`src/common/gpio_pkg.sv`:
```
// shared constants and types for the dual six-bit port block
package gpio_pkg;
    localparam int unsigned PORT_W          = 6;
    localparam int unsigned ADDR_W          = 12;
    localparam logic [11:0] PORT_A_LVL_OFF  = 12'h000;
    localparam logic [11:0] PORT_A_DIR_OFF  = 12'h004;
    localparam logic [11:0] PORT_C_LVL_OFF  = 12'h008;
    localparam logic [11:0] PORT_C_DIR_OFF  = 12'h00c;
    localparam logic [11:0] CFG_OFF         = 12'h010;
    localparam logic [11:0] CMP_MODE_OFF    = 12'h014;
    // direction resets to all inputs, latches to zero
    localparam logic [5:0]  DIR_RESET       = 6'h3f;
    localparam logic [5:0]  LAT_RESET       = 6'h00;
    // analog select: reset leaves all port C pins analog
    localparam logic [5:0]  ANALOG_RESET    = 6'h3f;
    localparam int unsigned DIR_A_FIXED_BIT = 3;
    localparam int unsigned OSC_PIN_LO      = 4;
    localparam int unsigned OSC_PIN_HI      = 5;
    localparam int unsigned CFG_OSC_LSB     = 0;
    localparam int unsigned CFG_OSC_W       = 3;
    localparam logic [2:0]  OSC_MODE_RESET  = 3'h0;

    typedef enum logic [2:0] {
        INTERNAL_OSC_MODE       = 3'h0,
        LOW_POWER_CRYSTAL_MODE  = 3'h1,
        CRYSTAL_OSC_MODE        = 3'h2,
        HIGH_SPEED_CRYSTAL_MODE = 3'h3
    } osc_mode_e;

    typedef struct packed {
        logic [5:0] out_val;
        logic [5:0] out_en_n;
    } pin_drive_s;
endpackage : gpio_pkg

```
`src/hw/pin_sync.sv`:
```
// two-flop synchroniser for a group of pin inputs
`timescale 1ns/1ps
module pin_sync #(
    parameter int unsigned W = 6
) (
    input  wire logic         CLK,
    input  wire logic         RESET_N,
    input  wire logic [W-1:0] D,
    output logic      [W-1:0] Q
);
    logic [W-1:0] meta_reg;
    logic [W-1:0] meta_next;
    logic [W-1:0] q_reg;
    logic [W-1:0] q_next;

    always_comb begin
        meta_next = D;
        q_next    = meta_reg;
    end

    always_ff @(posedge CLK) begin
        if (!RESET_N) begin
            meta_reg <= '0;
            q_reg    <= '0;
        end else begin
            meta_reg <= meta_next;
            q_reg    <= q_next;
        end
    end

    assign Q = q_reg;
endmodule : pin_sync

```
`src/hw/dual_io_port.sv`:
```
// dual six-bit general purpose port with apb register access
// How it works
// reading a level register returns the synchronised pin levels, bits 5..0.
// direction bit one tri-states the pin, zero enables its driver.
// bits 7 and 6 of level and direction registers ignore writes, read zero.
// port a direction bit 3 always reads one; that pin is input only.
// in any crystal oscillator mode port a direction bits 5..4 read one.
// port c has six pins, each digital or comparator analog input.
// a pin selected as analog reads zero in its level register.
// software programs comparator mode before using a shared pin digitally.
// writing a level register loads the output latch, driven where direction is zero.
//
// Implementation choices: register access over APB and the placing of the registers.
`timescale 1ns/1ps
module dual_io_port
    import gpio_pkg::*;
(
    input  wire logic        CLK,
    input  wire logic        RESET_N,
    input  wire logic        PSEL,
    input  wire logic        PENABLE,
    input  wire logic        PWRITE,
    input  wire logic [11:0] PADDR,
    input  wire logic [31:0] PWDATA,
    input  wire logic [3:0]  PSTRB,
    output logic      [31:0] PRDATA,
    output logic             PREADY,
    output logic             PSLVERR,
    input  wire logic [5:0]  PORT_A_IN,
    output logic      [5:0]  PORT_A_OUT,
    output logic      [5:0]  PORT_A_OE_N,
    input  wire logic [5:0]  PORT_C_IN,
    output logic      [5:0]  PORT_C_OUT,
    output logic      [5:0]  PORT_C_OE_N,
    output logic      [5:0]  ANALOG_SELECT
);
    typedef enum logic [2:0] {
        REG_LVL_A,
        REG_DIR_A,
        REG_LVL_C,
        REG_DIR_C,
        REG_CFG,
        REG_CMP,
        REG_NONE
    } reg_sel_e;

    logic [5:0]  lat_a_reg;
    logic [5:0]  lat_a_next;
    logic [5:0]  lat_c_reg;
    logic [5:0]  lat_c_next;
    logic [5:0]  dir_a_reg;
    logic [5:0]  dir_a_next;
    logic [5:0]  dir_c_reg;
    logic [5:0]  dir_c_next;
    logic [2:0]  osc_reg;
    logic [2:0]  osc_next;
    logic [5:0]  analog_reg;
    logic [5:0]  analog_next;
    logic [31:0] rdata_reg;
    logic [31:0] rdata_next;
    logic [5:0]  pin_a;
    logic [5:0]  pin_c;
    logic [5:0]  level_c_view;
    logic [5:0]  dir_a_view;
    logic [5:0]  oe_n_a;
    logic [5:0]  oe_n_c;
    logic        crystal;
    logic        wr_en;
    logic        rd_en;
    logic        wr_lane;
    logic        mapped;
    reg_sel_e    reg_sel;
    pin_drive_s  drive_a;
    pin_drive_s  drive_c;

    // one decode of the word address, shared by the write, read and error paths
    function automatic reg_sel_e decode(input logic [11:0] addr);
        reg_sel_e sel;
        sel = REG_NONE;
        case (addr)
            PORT_A_LVL_OFF: begin
                sel = REG_LVL_A;
            end
            PORT_A_DIR_OFF: begin
                sel = REG_DIR_A;
            end
            PORT_C_LVL_OFF: begin
                sel = REG_LVL_C;
            end
            PORT_C_DIR_OFF: begin
                sel = REG_DIR_C;
            end
            CFG_OFF: begin
                sel = REG_CFG;
            end
            CMP_MODE_OFF: begin
                sel = REG_CMP;
            end
            default: begin
                sel = REG_NONE;
            end
        endcase
        return sel;
    endfunction : decode

    // the three crystal modes hand port a pins 5..4 to the oscillator
    function automatic logic is_crystal(input logic [2:0] mode);
        return (mode == LOW_POWER_CRYSTAL_MODE) ||
               (mode == CRYSTAL_OSC_MODE) ||
               (mode == HIGH_SPEED_CRYSTAL_MODE);
    endfunction : is_crystal

    // pins are asynchronous to CLK, so levels pass two flops first
    pin_sync #(.W(PORT_W)) sync_a (
        .CLK     (CLK),
        .RESET_N (RESET_N),
        .D       (PORT_A_IN),
        .Q       (pin_a)
    );

    pin_sync #(.W(PORT_W)) sync_c (
        .CLK     (CLK),
        .RESET_N (RESET_N),
        .D       (PORT_C_IN),
        .Q       (pin_c)
    );

    // writes land in the access cycle; reads are captured in the setup cycle
    assign wr_en   = PSEL && PENABLE && PWRITE;
    assign rd_en   = PSEL && !PENABLE && !PWRITE;
    // only the low byte lane carries data bits, so a write without it changes nothing
    assign wr_lane = wr_en && PSTRB[0];
    assign reg_sel = decode(PADDR);
    assign mapped  = (reg_sel != REG_NONE);
    assign crystal = is_crystal(osc_reg);

    // output latches; they keep their value while the pin is an input
    always_comb begin
        lat_a_next = lat_a_reg;
        lat_c_next = lat_c_reg;
        if (wr_lane && reg_sel == REG_LVL_A) begin
            lat_a_next = PWDATA[5:0];
        end
        if (wr_lane && reg_sel == REG_LVL_C) begin
            lat_c_next = PWDATA[5:0];
        end
    end

    always_ff @(posedge CLK) begin
        if (!RESET_N) begin
            lat_a_reg <= LAT_RESET;
            lat_c_reg <= LAT_RESET;
        end else begin
            lat_a_reg <= lat_a_next;
            lat_c_reg <= lat_c_next;
        end
    end

    // direction registers; port a bit 3 is stored as one so that pin never drives
    always_comb begin
        dir_a_next = dir_a_reg;
        dir_c_next = dir_c_reg;
        if (wr_lane && reg_sel == REG_DIR_A) begin
            dir_a_next                  = PWDATA[5:0];
            dir_a_next[DIR_A_FIXED_BIT] = 1'b1;
        end
        if (wr_lane && reg_sel == REG_DIR_C) begin
            dir_c_next = PWDATA[5:0];
        end
    end

    always_ff @(posedge CLK) begin
        if (!RESET_N) begin
            dir_a_reg <= DIR_RESET;
            dir_c_reg <= DIR_RESET;
        end else begin
            dir_a_reg <= dir_a_next;
            dir_c_reg <= dir_c_next;
        end
    end

    // oscillator mode and comparator analog select
    // analog select resets to all ones, so software clears it before any digital use
    always_comb begin
        osc_next    = osc_reg;
        analog_next = analog_reg;
        if (wr_lane && reg_sel == REG_CFG) begin
            osc_next = PWDATA[CFG_OSC_LSB +: CFG_OSC_W];
        end
        if (wr_lane && reg_sel == REG_CMP) begin
            analog_next = PWDATA[5:0];
        end
    end

    always_ff @(posedge CLK) begin
        if (!RESET_N) begin
            osc_reg    <= OSC_MODE_RESET;
            analog_reg <= ANALOG_RESET;
        end else begin
            osc_reg    <= osc_next;
            analog_reg <= analog_next;
        end
    end

    // read view of port a direction; the stored crystal-mode bits are kept
    always_comb begin
        dir_a_view                  = dir_a_reg;
        dir_a_view[DIR_A_FIXED_BIT] = 1'b1;
        if (crystal) begin
            dir_a_view[OSC_PIN_HI] = 1'b1;
            dir_a_view[OSC_PIN_LO] = 1'b1;
        end
    end

    // per-pin gating; oscillator and input-only pins follow the read view
    for (genvar i = 0; i < PORT_W; i++) begin : g_pin
        assign level_c_view[i] = pin_c[i] & ~analog_reg[i];
        assign oe_n_a[i]       = dir_a_view[i];
        // analog pins keep their driver off so the comparator sees the board
        assign oe_n_c[i]       = dir_c_reg[i] | analog_reg[i];
    end

    // read data captured in the setup cycle and shown in the access cycle
    // unmapped addresses read zero
    always_comb begin
        rdata_next = rdata_reg;
        if (rd_en) begin
            rdata_next = 32'h0000_0000;
            case (reg_sel)
                REG_LVL_A: begin
                    rdata_next[5:0] = pin_a;
                end
                REG_LVL_C: begin
                    rdata_next[5:0] = level_c_view;
                end
                REG_DIR_A: begin
                    rdata_next[5:0] = dir_a_view;
                end
                REG_DIR_C: begin
                    rdata_next[5:0] = dir_c_reg;
                end
                REG_CFG: begin
                    rdata_next[CFG_OSC_LSB +: CFG_OSC_W] = osc_reg;
                end
                REG_CMP: begin
                    rdata_next[5:0] = analog_reg;
                end
                default: begin
                    rdata_next = 32'h0000_0000;
                end
            endcase
        end
    end

    always_ff @(posedge CLK) begin
        if (!RESET_N) begin
            rdata_reg <= 32'h0000_0000;
        end else begin
            rdata_reg <= rdata_next;
        end
    end

    // struct carriers for the pin drive
    always_comb begin
        drive_a.out_val  = lat_a_reg;
        drive_a.out_en_n = oe_n_a;
        drive_c.out_val  = lat_c_reg;
        drive_c.out_en_n = oe_n_c;
    end

    assign PORT_A_OUT    = drive_a.out_val;
    assign PORT_A_OE_N   = drive_a.out_en_n;
    assign PORT_C_OUT    = drive_c.out_val;
    assign PORT_C_OE_N   = drive_c.out_en_n;
    assign ANALOG_SELECT = analog_reg;
    assign PRDATA        = rdata_reg;
    assign PREADY        = 1'b1;
    assign PSLVERR       = PSEL && PENABLE && !mapped;
endmodule : dual_io_port

```
`config.mk`:
```
export PLATFORM = sky130hd
export DESIGN_NAME = dual_io_port
export DESIGN_NICKNAME = d
export VERILOG_FILES = /design/src/common/gpio_pkg.sv /design/src/hw/pin_sync.sv /design/src/hw/dual_io_port.sv
export SDC_FILE = /design/constraint.sdc
export NUM_CORES = 1
export LEC_CHECK = 0
export ABC_AREA = 0
export BUFFER_PORTS_ARGS = -buffer_cell sky130_fd_sc_hd__clkbuf_2
export CORE_MARGIN = 3
export CORE_UTILIZATION = 46
export CTS_CLUSTER_SIZE = 25
export DETAILED_ROUTE_END_ITERATION = 10
export HOLD_SLACK_MARGIN = 0.02
export PLACE_DENSITY = 0.88
export SLEW_MARGIN = 20
export SYNTH_ARGS = -nofsm -noshare
export SYNTH_HDL_FRONTEND = slang
export SYNTH_SLANG_ARGS = --single-unit
export TNS_END_PERCENT = 10
```
`constraint.sdc`:
```
create_clock -name CLK -period 1.6 [get_ports CLK]
set_input_delay 0.24 -clock CLK [delete_from_list [all_inputs] [get_ports CLK]]
set_output_delay 0.24 -clock CLK [all_outputs]
set_load 0.1 [all_outputs]
```
==> results of run 1 <==
-- routing by layer --
| layer | global-route usage, % | up-vias | share of wire, % |
|---|---|---|---|
| met5 | 0 | - | 0 |
| met4 | 9.36 | 0 | 3.2 |
| met3 | 6.45 | 22 | 8.3 |
| met2 | 30.3 | 95 | 48 |
| met1 | 21.5 | 1028 | 41 |
| li1 | - | 1122 | - |
-- cell usage after synthesis, types with 3 or more instances --
library cell	count	area, sq um
a211oi_1	4	30.0
a21oi_1	6	30.0
a22oi_1	4	30.0
a31o_2	4	35.0
a31oi_1	4	25.0
and2_1	25	156
and3_1	7	43.8
buf_2	6	30.0
buf_4	33	248
clkbuf_1	10	37.5
dfxtp_1	62	1240
mux2i_1	18	180
nand2_1	33	124
nand2b_1	4	25.0
nand3_1	14	70.1
nor2_1	14	52.6
nor2b_1	3	18.8
nor3_1	3	15.0
o21ai_0	9	45.0
o21ai_1	4	20.0
or2_2	6	37.5
-- power by group --
part	switching [mW]	total [mW]	internal, mW
clock	0.575	1.32	0.741
sequential	0.00728	1.58	1.57
combinational	0.411	0.508	0.0974
-- worst reg2reg max path: stages, from the launching register on --
cell and delay [ps]:
dfxtp_1 360, mux2_2 280, a22oi_1 180, o32ai_1 150, a31o_2 270
-- layout by cell type (no fill, tap or decap), types with 3 or more instances in the layout --
cell type,n
clkbuf_2,62
nand2b_1,4
nand2_1,33
nand3_1,14
clkbuf_4,5
clkbuf_8,10
a31o_2,4
nor3_1,3
dfxtp_1,61
a22oi_1,4
and3_1,7
o21ai_1,4
nor2_1,14
conb_1,28
a211oi_1,4
o21ai_0,9
nor2b_1,3
mux2i_1,18
and2_1,25
or2_2,6
buf_12,4
a31oi_1,4
clkinv_2,4
a21oi_1,5
buf_4,17
-- cells by family after synthesis --
family	after synthesis
simple gates	121
flops	62
buf+inv	54
compound gates	45
mux	19
other cells	2
-- path summary, 6_finish.rpt --
| check | to | slack (ps) | from | cells after the start |
|---|---|---|---|---|
| hold reg to reg | sync_c.Q[5] | 430 | sync_c.meta_reg[5] | 1 |
| setup / recovery | PORT_C_OE_N[4] | 50 | ANALOG_SELECT[4] | 2 |
| setup reg to reg | PRDATA[1] | 260 | ANALOG_SELECT[1] | 4 |
| hold / removal | sync_c.meta_reg[4] | 100 | PORT_C_IN[4] | 2 |
-- layout make-up --
class                           instances  share of cell area, %
Multi-Input combinational cell        213                   37.8
Sequential cell                        62                   37.0
Timing Repair Buffer                   89                   16.7
Clock buffer                           10                   4.10
Tap cell                               72                   2.68
Clock inverter                          5                   1.49
Inverter                                2                  0.223
-- through the flow --
| step | setup slack (ps) | cell area [sq um] | hold slack (ps) |
|---|---|---|---|
| after floorplan | -195 | 2850 | 365 |
| after global placement | -76.5 | 3160 | 415 |
| after detailed placement | -141 | 3160 | 419 |
| after CTS | 5.35 | 3360 | 85.6 |
| after global routing | 12.1 | 3360 | 94.4 |
| final | 50.9 | 3360 | 103 |
-- timing repair --
action / CTS / global route
endpoints found under the setup margin: 5 / 2
cloned: 0 / 0
resized for setup: 5 / 2
hold buffers: 0 / 0
==> results.json, run 1 <==
{
  "fin_cells": 453,
  "num-nets-final": 442,
  "fin_setup_tns_ps": 0,
  "postSynthAreaPerCell_sq_um": 9.07,
  "worst_pin_slew_ps": 547,
  "drt_first_pass_iters": 4,
  "drt_iter0_drc": 154,
  "dp_hpwl_microns": 4740,
  "antenna_found_initial": 0,
  "clock_latency_ps": 340,
  "pin_count": 129,
  "leakage_nw": 1.56,
  "dieArea_sq_um": 6940,
  "synth-compound-area-share_pct": 10.9,
  "drtAntennaViolNets": 0,
  "synth-seq-cells": 62,
  "layout-drive-gt1-share_pct": 32.0,
  "place_congestion": 0.924,
  "cts_num_sinks": 62,
  "cp_max_fo": 5,
  "synthCells": 303,
  "die_x_microns": 83.3,
  "start_kind": "register",
  "finish.utilization_pct": 59.5,
  "routed_via_density": 5.00,
  "hp-class": "input pin to register",
  "max-cap-violations": 0,
  "io_buffers": 71,
  "final.fill_count": 460,
  "grt_max_degree": 31,
  "yosysUniqueCellTypes": 44,
  "p_per_area_nw_per_um2": 1010,
  "layout.area.seq_sq_um": 1240,
  "path_class": "register to output port",
  "synth_warnings": 0,
  "grt_pass1_vias": 2156,
  "synth_top_family_by_area": "simple AND/OR/NAND/NOR gates",
  "multi_input_area_sq_um": 1270,
  "cp-end-kind": "output port",
  "start_util_pct": 48.7,
  "status": "complete, no violations",
  "finalCritPeriodShare_pct": 96.8,
  "drv_slew": 0,
  "synthArstFlopShare_pct": 0,
  "synthXorXnorAreaFrac_pct": 0,
  "max_freq_mhz": 646,
  "wl_per_cell_microns": 14.0,
  "root_buffer": "clkbuf_8",
  "wirelength_microns": 6330,
  "grt_use_total_pct": 18.6,
  "path_buf_inv": 1,
  "cp.required_ps": 1360,
  "muxShareOfSynthArea_pct": 6.96,
  "synthSimpleGateAreaFrac_pct": 24.3,
  "vias": 2267,
  "rsz0062_at_grt": "no",
  "clk_pin_slew_ps": 60,
  "diodes": 0,
  "overflow": 0,
  "placeableCoreArea_sq_um": 5640,
  "rows": 27,
  "synth-edff-count": 0,
  "cp_data_arrival_time_ps": 1310,
  "drc": 0,
  "max_slew_margin_pct": 63.7,
  "synth_seq_area_share_pct": 45.2,
  "cts_tree": "yes",
  "critPathSlowestCell": "dfxtp_1",
  "cts_buffers": 9,
  "ir_drop_mv": 0.767,
  "crit_path_cell_trace": "or2_2 > clkbuf_4",
  "period_needed_ps": 1550,
  "post_cts.repair.setup_buffers": 0,
  "cp_top_family": "flip-flops",
  "synthAdderAreaFrac_pct": 0,
  "critical-path-max-stage-delay_ps": 360,
  "clock-skew-final_ps": 5.09,
  "dp.cells": 438,
  "synth_top_flop_cell": "dfxtp_1",
  "finalHoldViolCount": 0,
  "die_h_microns": 83.3,
  "cts_buffer_depth": 2,
  "syn_area_sq_um": 2750,
  "htreeDepth": 3,
  "setup_viol": 0,
  "synthToLayoutAreaGrowth_pct": 22.2,
  "total_power_mw": 3.40,
  "grt_pass1_wl_microns": 10300
}
(Power assumes the default switching activity.)
==> run 2: changes to the inputs <==
Settings changed: CORE_UTILIZATION 46 to 25, PLACE_DENSITY 0.88 to not set.
==> run 2 against run 1 <==
Routed wire length increased by 9.4%. Largest cell class unchanged. Design area increased by 3.1%. Sequential power about the same.
==> results.json, run 2 (synthesis results as in run 1) <==
{
  "cp_data_arrival_time_ps": 1290,
  "cp-end-kind": "output port",
  "finalCritPeriodShare_pct": 95.4,
  "final_common_cell": "clkbuf_2",
  "p_per_area_nw_per_um2": 1010,
  "grt_pass1_vias": 2152,
  "die_h_microns": 111,
  "drc": 0,
  "drt_first_pass_iters": 4,
  "path_buf_inv": 1,
  "max-cap-violations": 0,
  "diodes": 0,
  "cp_max_fo": 5,
  "design_area_sq_um": 3460,
  "start_util_pct": 26.2,
  "worst_pin_slew_ps": 566,
  "dp.cells": 503,
  "total_power_mw": 3.50,
  "critical-path-max-stage-delay_ps": 360,
  "clock-skew-final_ps": 12.3,
  "mostFrequentLayoutCells": "62 x clkbuf_2, 61 x dfxtp_1, 33 x nand2_1",
  "max_freq_mhz": 655,
  "grt_pass1_wl_microns": 11000,
  "cts_buffers": 9,
  "dp_hpwl_microns": 5370,
  "dpl_cell_area_sq_um": 3230,
  "placeableCoreArea_sq_um": 10500,
  "num-nets-final": 444,
  "cts_tree": "yes",
  "antenna_found_initial": 0,
  "finalHoldViolCount": 0,
  "cp.required_ps": 1360,
  "pwr-share-clk_pct": 40.4,
  "vias": 2240,
  "dieArea_sq_um": 12300,
  "hp-class": "input pin to register",
  "wirelength_microns": 6930,
  "pin_count": 129,
  "start_kind": "register",
  "grt_max_degree": 26,
  "crit_path_cell_trace": "or2_2 > clkbuf_4",
  "p_sw_mw": 1.02,
  "max_slew_margin_pct": 62.4,
  "final.fill_count": 1101,
  "fin_cells": 520,
  "io_buffers": 71,
  "combPwrFrac_pct": 14.6,
  "cts_num_sinks": 62,
  "critPathSlowestCell": "dfxtp_1",
  "drtAntennaViolNets": 0,
  "root_buffer": "clkbuf_8",
  "cts_buffer_depth": 2,
  "place_congestion": 0.794,
  "cp_top_family": "flip-flops",
  "drv_slew": 0,
  "layout-drive-gt1-share_pct": 32.0,
  "synthToLayoutAreaGrowth_pct": 26.0,
  "path_class": "register to output port",
  "status": "complete, no violations",
  "ir_drop_mv": 0.359,
  "wl_per_cell_microns": 13.3,
  "overflow": 0,
  "leakage_nw": 1.57,
  "grt_use_total_pct": 11.2,
  "holdWs_ps": 110,
  "rsz0062_at_grt": "no",
  "clock_latency_ps": 340,
  "p_sw_share_pct": 29.2,
  "setup_viol": 0,
  "period_needed_ps": 1530,
  "seqPwrFrac_pct": 45.1,
  "cell_internal_pwr_mw": 2.48,
  "routed_via_density": 4.31,
  "htreeDepth": 3,
  "die_x_microns": 111,
  "clk_pin_slew_ps": 70,
  "drt_iter0_drc": 129,
  "rows": 37
}
## run 2: repair_timing
item | 4_1_cts | 5_1_grt
buffers inserted | 0 | 1
resized for setup | 6 | 0
endpoints found under the hold margin | 0 | 0
cloned | 0 | 0
hold buffers | 0 | 0
setup endpoints to repair | 6 | 1
## run 2: final timing paths
kind,start,endpoint,slack (ps),depth (start not counted)
hold reg to reg,sync_a.meta_reg[3],sync_a.Q[3],430,1
setup / recovery,ANALOG_SELECT[2],PORT_C_OE_N[2],70,2
setup reg to reg,ANALOG_SELECT[1],PRDATA[1],310,4
hold / removal,PORT_A_IN[1],sync_a.meta_reg[1],110,2
## run 2: area by class of cell
class                           count  area, sq um  area share (%)
Clock buffer                       12          155            4.48
Clock inverter                      4         55.1            1.59
Inverter                            2         7.51           0.217
Multi-Input combinational cell    213         1270            36.6
Sequential cell                    62         1240            35.9
Tap cell                          136          170            4.91
Timing Repair Buffer               91          566            16.3
## run 2: stage by stage
stage	setup TNS [ps]	setup WS, ps	util, %
6_report	0	73.2	33.0
5_1_grt	0	0.0437	33.0
4_1_cts	0	36.0	32.9
3_5_place_dp	-2690	-140	30.7
3_3_place_gp	-2100	-105	30.7
2_1_floorplan	-1560	-195	-
## run 2: power by group through the flow
stage	combinational [mW]	sequential [mW]	clock (mW)
after global routing	0.539	1.58	1.55
after CTS	0.511	1.58	1.47
after floorplan	0.460	1.61	0
after global placement	0.507	1.61	0
after detailed placement	0.510	1.61	0
final	0.511	1.58	1.41
## run 2: metal layers
metal  global-route usage [%]  share of wire [%]
met1                     13.9                 45
met2                     18.8                 47
met3                     3.49                6.6
met4                     3.20               0.94
met5                        0                  0
==> run 3: changes to the inputs <==
Settings changed: ABC_AREA 0 to 1.
==> run 3 against run 2 <==
Synthesized cell count up 30%. First-iteration DRC count up 11%. Critical path depth up 7. Maximum frequency up 1.1%. Clock power up 30%. Critical path type is now input pin to output port. Largest power group is now the clock network.
==> results.json, run 3 <==
{
  "path_class": "input pin to output port",
  "start_util_pct": 26.0,
  "placeableCoreArea_sq_um": 11100,
  "critPathSlowestCell": "buf_12",
  "mostFrequentLayoutCells": "113 x nand2_1, 62 x dfxtp_1, 62 x clkbuf_2",
  "period_needed_ps": 1510,
  "finish.utilization_pct": 33.3,
  "cts_num_sinks": 62,
  "setup_viol": 0,
  "synth-seq-cells": 62,
  "syn_area_sq_um": 2880,
  "synth-edff-count": 0,
  "max-cap-violations": 0,
  "cp-end-kind": "output port",
  "hp-class": "input pin to register",
  "p_per_area_nw_per_um2": 1050,
  "cts_buffers": 9,
  "max_slew_margin_pct": 55.5,
  "die_x_microns": 113,
  "synth_top_flop_cell": "dfxtp_1",
  "rsz0062_at_grt": "no",
  "start_kind": "input pin",
  "antenna_found_initial": 0,
  "io_buffers": 71,
  "grt_pass1_vias": 2495,
  "num-nets-final": 537,
  "overflow": 0,
  "finalHoldViolCount": 0,
  "leakage_nw": 1.96,
  "synthToLayoutAreaGrowth_pct": 27.9,
  "vias": 2544,
  "drc": 0,
  "final.fill_count": 1151,
  "wirelength_microns": 7180,
  "synth_commonest_cells": "115 x nand2_1, 62 x dfxtp_1, 52 x inv_1",
  "clock-skew-final_ps": 4.34,
  "status": "complete, no violations",
  "cts_tree": "yes",
  "root_buffer": "clkbuf_16",
  "wl_per_cell_microns": 11.7,
  "design_area_sq_um": 3690,
  "ir_drop_mv": 0.495,
  "synth_top_area_share_pct": 43.0,
  "grt_max_degree": 32,
  "cp_top_family": "simple AND/OR/NAND/NOR gates",
  "rows": 38,
  "fin_setup_tns_ps": 0,
  "grt_use_total_pct": 11.6,
  "crit_path_frequent_cell": "nand2_1",
  "synth.most_common_cell": "nand2_1",
  "grt_pass1_wl_microns": 11700,
  "clk_pin_slew_ps": 50,
  "final_common_cell": "nand2_1",
  "cp_data_arrival_time_ps": 1270,
  "postSynthAreaPerCell_sq_um": 7.32,
  "routed_via_density": 4.14,
  "synth.area.top_cells": "dfxtp_1 43%, nand2_1 15%, buf_4 8.1%, inv_1 6.8%, nand3_1 5.7%",
  "finalCritPeriodShare_pct": 94.4,
  "layout-drive-gt1-share_pct": 27.2,
  "ctsHoldBuffers": 0,
  "critical-path-max-stage-delay_ps": 210,
  "cp.required_ps": 1360,
  "clock_latency_ps": 320,
  "dp_hpwl_microns": 5600,
  "htreeDepth": 3,
  "diodes": 0,
  "synth_seq_area_share_pct": 43.0,
  "yosysUniqueCellTypes": 27,
  "synthCells": 394,
  "drtAntennaViolNets": 0,
  "drv_slew": 0,
  "dpl_cell_area_sq_um": 3370,
  "die_h_microns": 113,
  "drt_first_pass_iters": 4,
  "dieArea_sq_um": 12900,
  "path_buf_inv": 3,
  "cp_max_fo": 4,
  "synthArstFlopShare_pct": 0,
  "yosysTopAreaCell": "dfxtp_1",
  "crit_path_cell_trace": "clkbuf_2 > nand2_1 > inv_1 > nand2_1 > nor2_4 > o21ai_2 > nand3_2 > nor4_4 > buf_12",
  "max_freq_mhz": 662,
  "holdWs_ps": 96.0,
  "pin_count": 129,
  "worst_pin_slew_ps": 667,
  "place_congestion": 0.860,
  "synth_warnings": 0,
  "cts_buffer_depth": 2,
  "drt_iter0_drc": 143
}
run 3: cells by family (layout without fill, tap and decap cells):
logic type | count (synthesis) | count (layout) | share of synthesized area [%]
other | 2 | 28 | 0.260
and+or+nand+nor | 189 | 189 | 29.8
DFF | 62 | 62 | 43.0
AOI/OAI and AO/OA | 43 | 43 | 9.02
buffers and inverters | 98 | 152 | 17.9
run 3: worst paths after layout:
kind | start | end | slack, ps | depth (start not counted)
setup / recovery | PADDR[2] | PSLVERR | 90 | 9
hold / removal | PORT_A_IN[0] | sync_a.meta_reg[0] | 100 | 3
setup reg to reg | osc_reg[0] | PRDATA[4] | 250 | 8
hold reg to reg | sync_a.meta_reg[2] | sync_a.Q[2] | 410 | 2
run 3: final cells by class:
class	count	area (sq um)	share of cell area, %
clock buffers	11	243	6.58
clock inverters	2	35.0	0.949
inverters	54	203	5.49
multi-input cells	260	1270	34.5
flip-flops and latches	62	1240	33.6
well taps	140	175	4.75
repair buffers	85	520	14.1
run 3: timing repair:
item                       in CTS  in global routing
setup endpoints to repair       7                  1
setup buffers                   0                  3
pin swaps                       3                  2
gates resized for setup         9                  0
run 3: through the flow:
stage / worst slack, ps / instances / power (mW)
4_1_cts: 16.1 / 611 / 3.93
3_5_place_dp: -69.5 / 598 / 2.08
6_report: 89.6 / 614 / 3.88
3_3_place_gp: -38.5 / 598 / 2.08
5_1_grt: 3.85 / 614 / 4.01
2_1_floorplan: -398 / 420 / 2.05
run 3: routing by layer:
metal	wire, microns	track usage, %	vias to the layer above
met5	0	0	-
met3	405	2.81	17
met2	3390	18.8	92
met1	3160	13.9	1114
li1	-	-	1321
met4	224	6.57	0
run 3: power breakdown:
group / internal [mW] / total (mW) / switching, mW
logic: 0.0682 / 0.468 / 0.399
registers: 1.58 / 1.58 / 0.00798
clock network: 1.21 / 1.83 / 0.612
total: 2.86 / 3.88 / 1.02
run 3: worst min-delay path, delay by kind of cell:
| family | cells | cell delay, ps |
|---|---|---|
| simple gates | 1 | 40 |
| buf+inv | 2 | 110 |
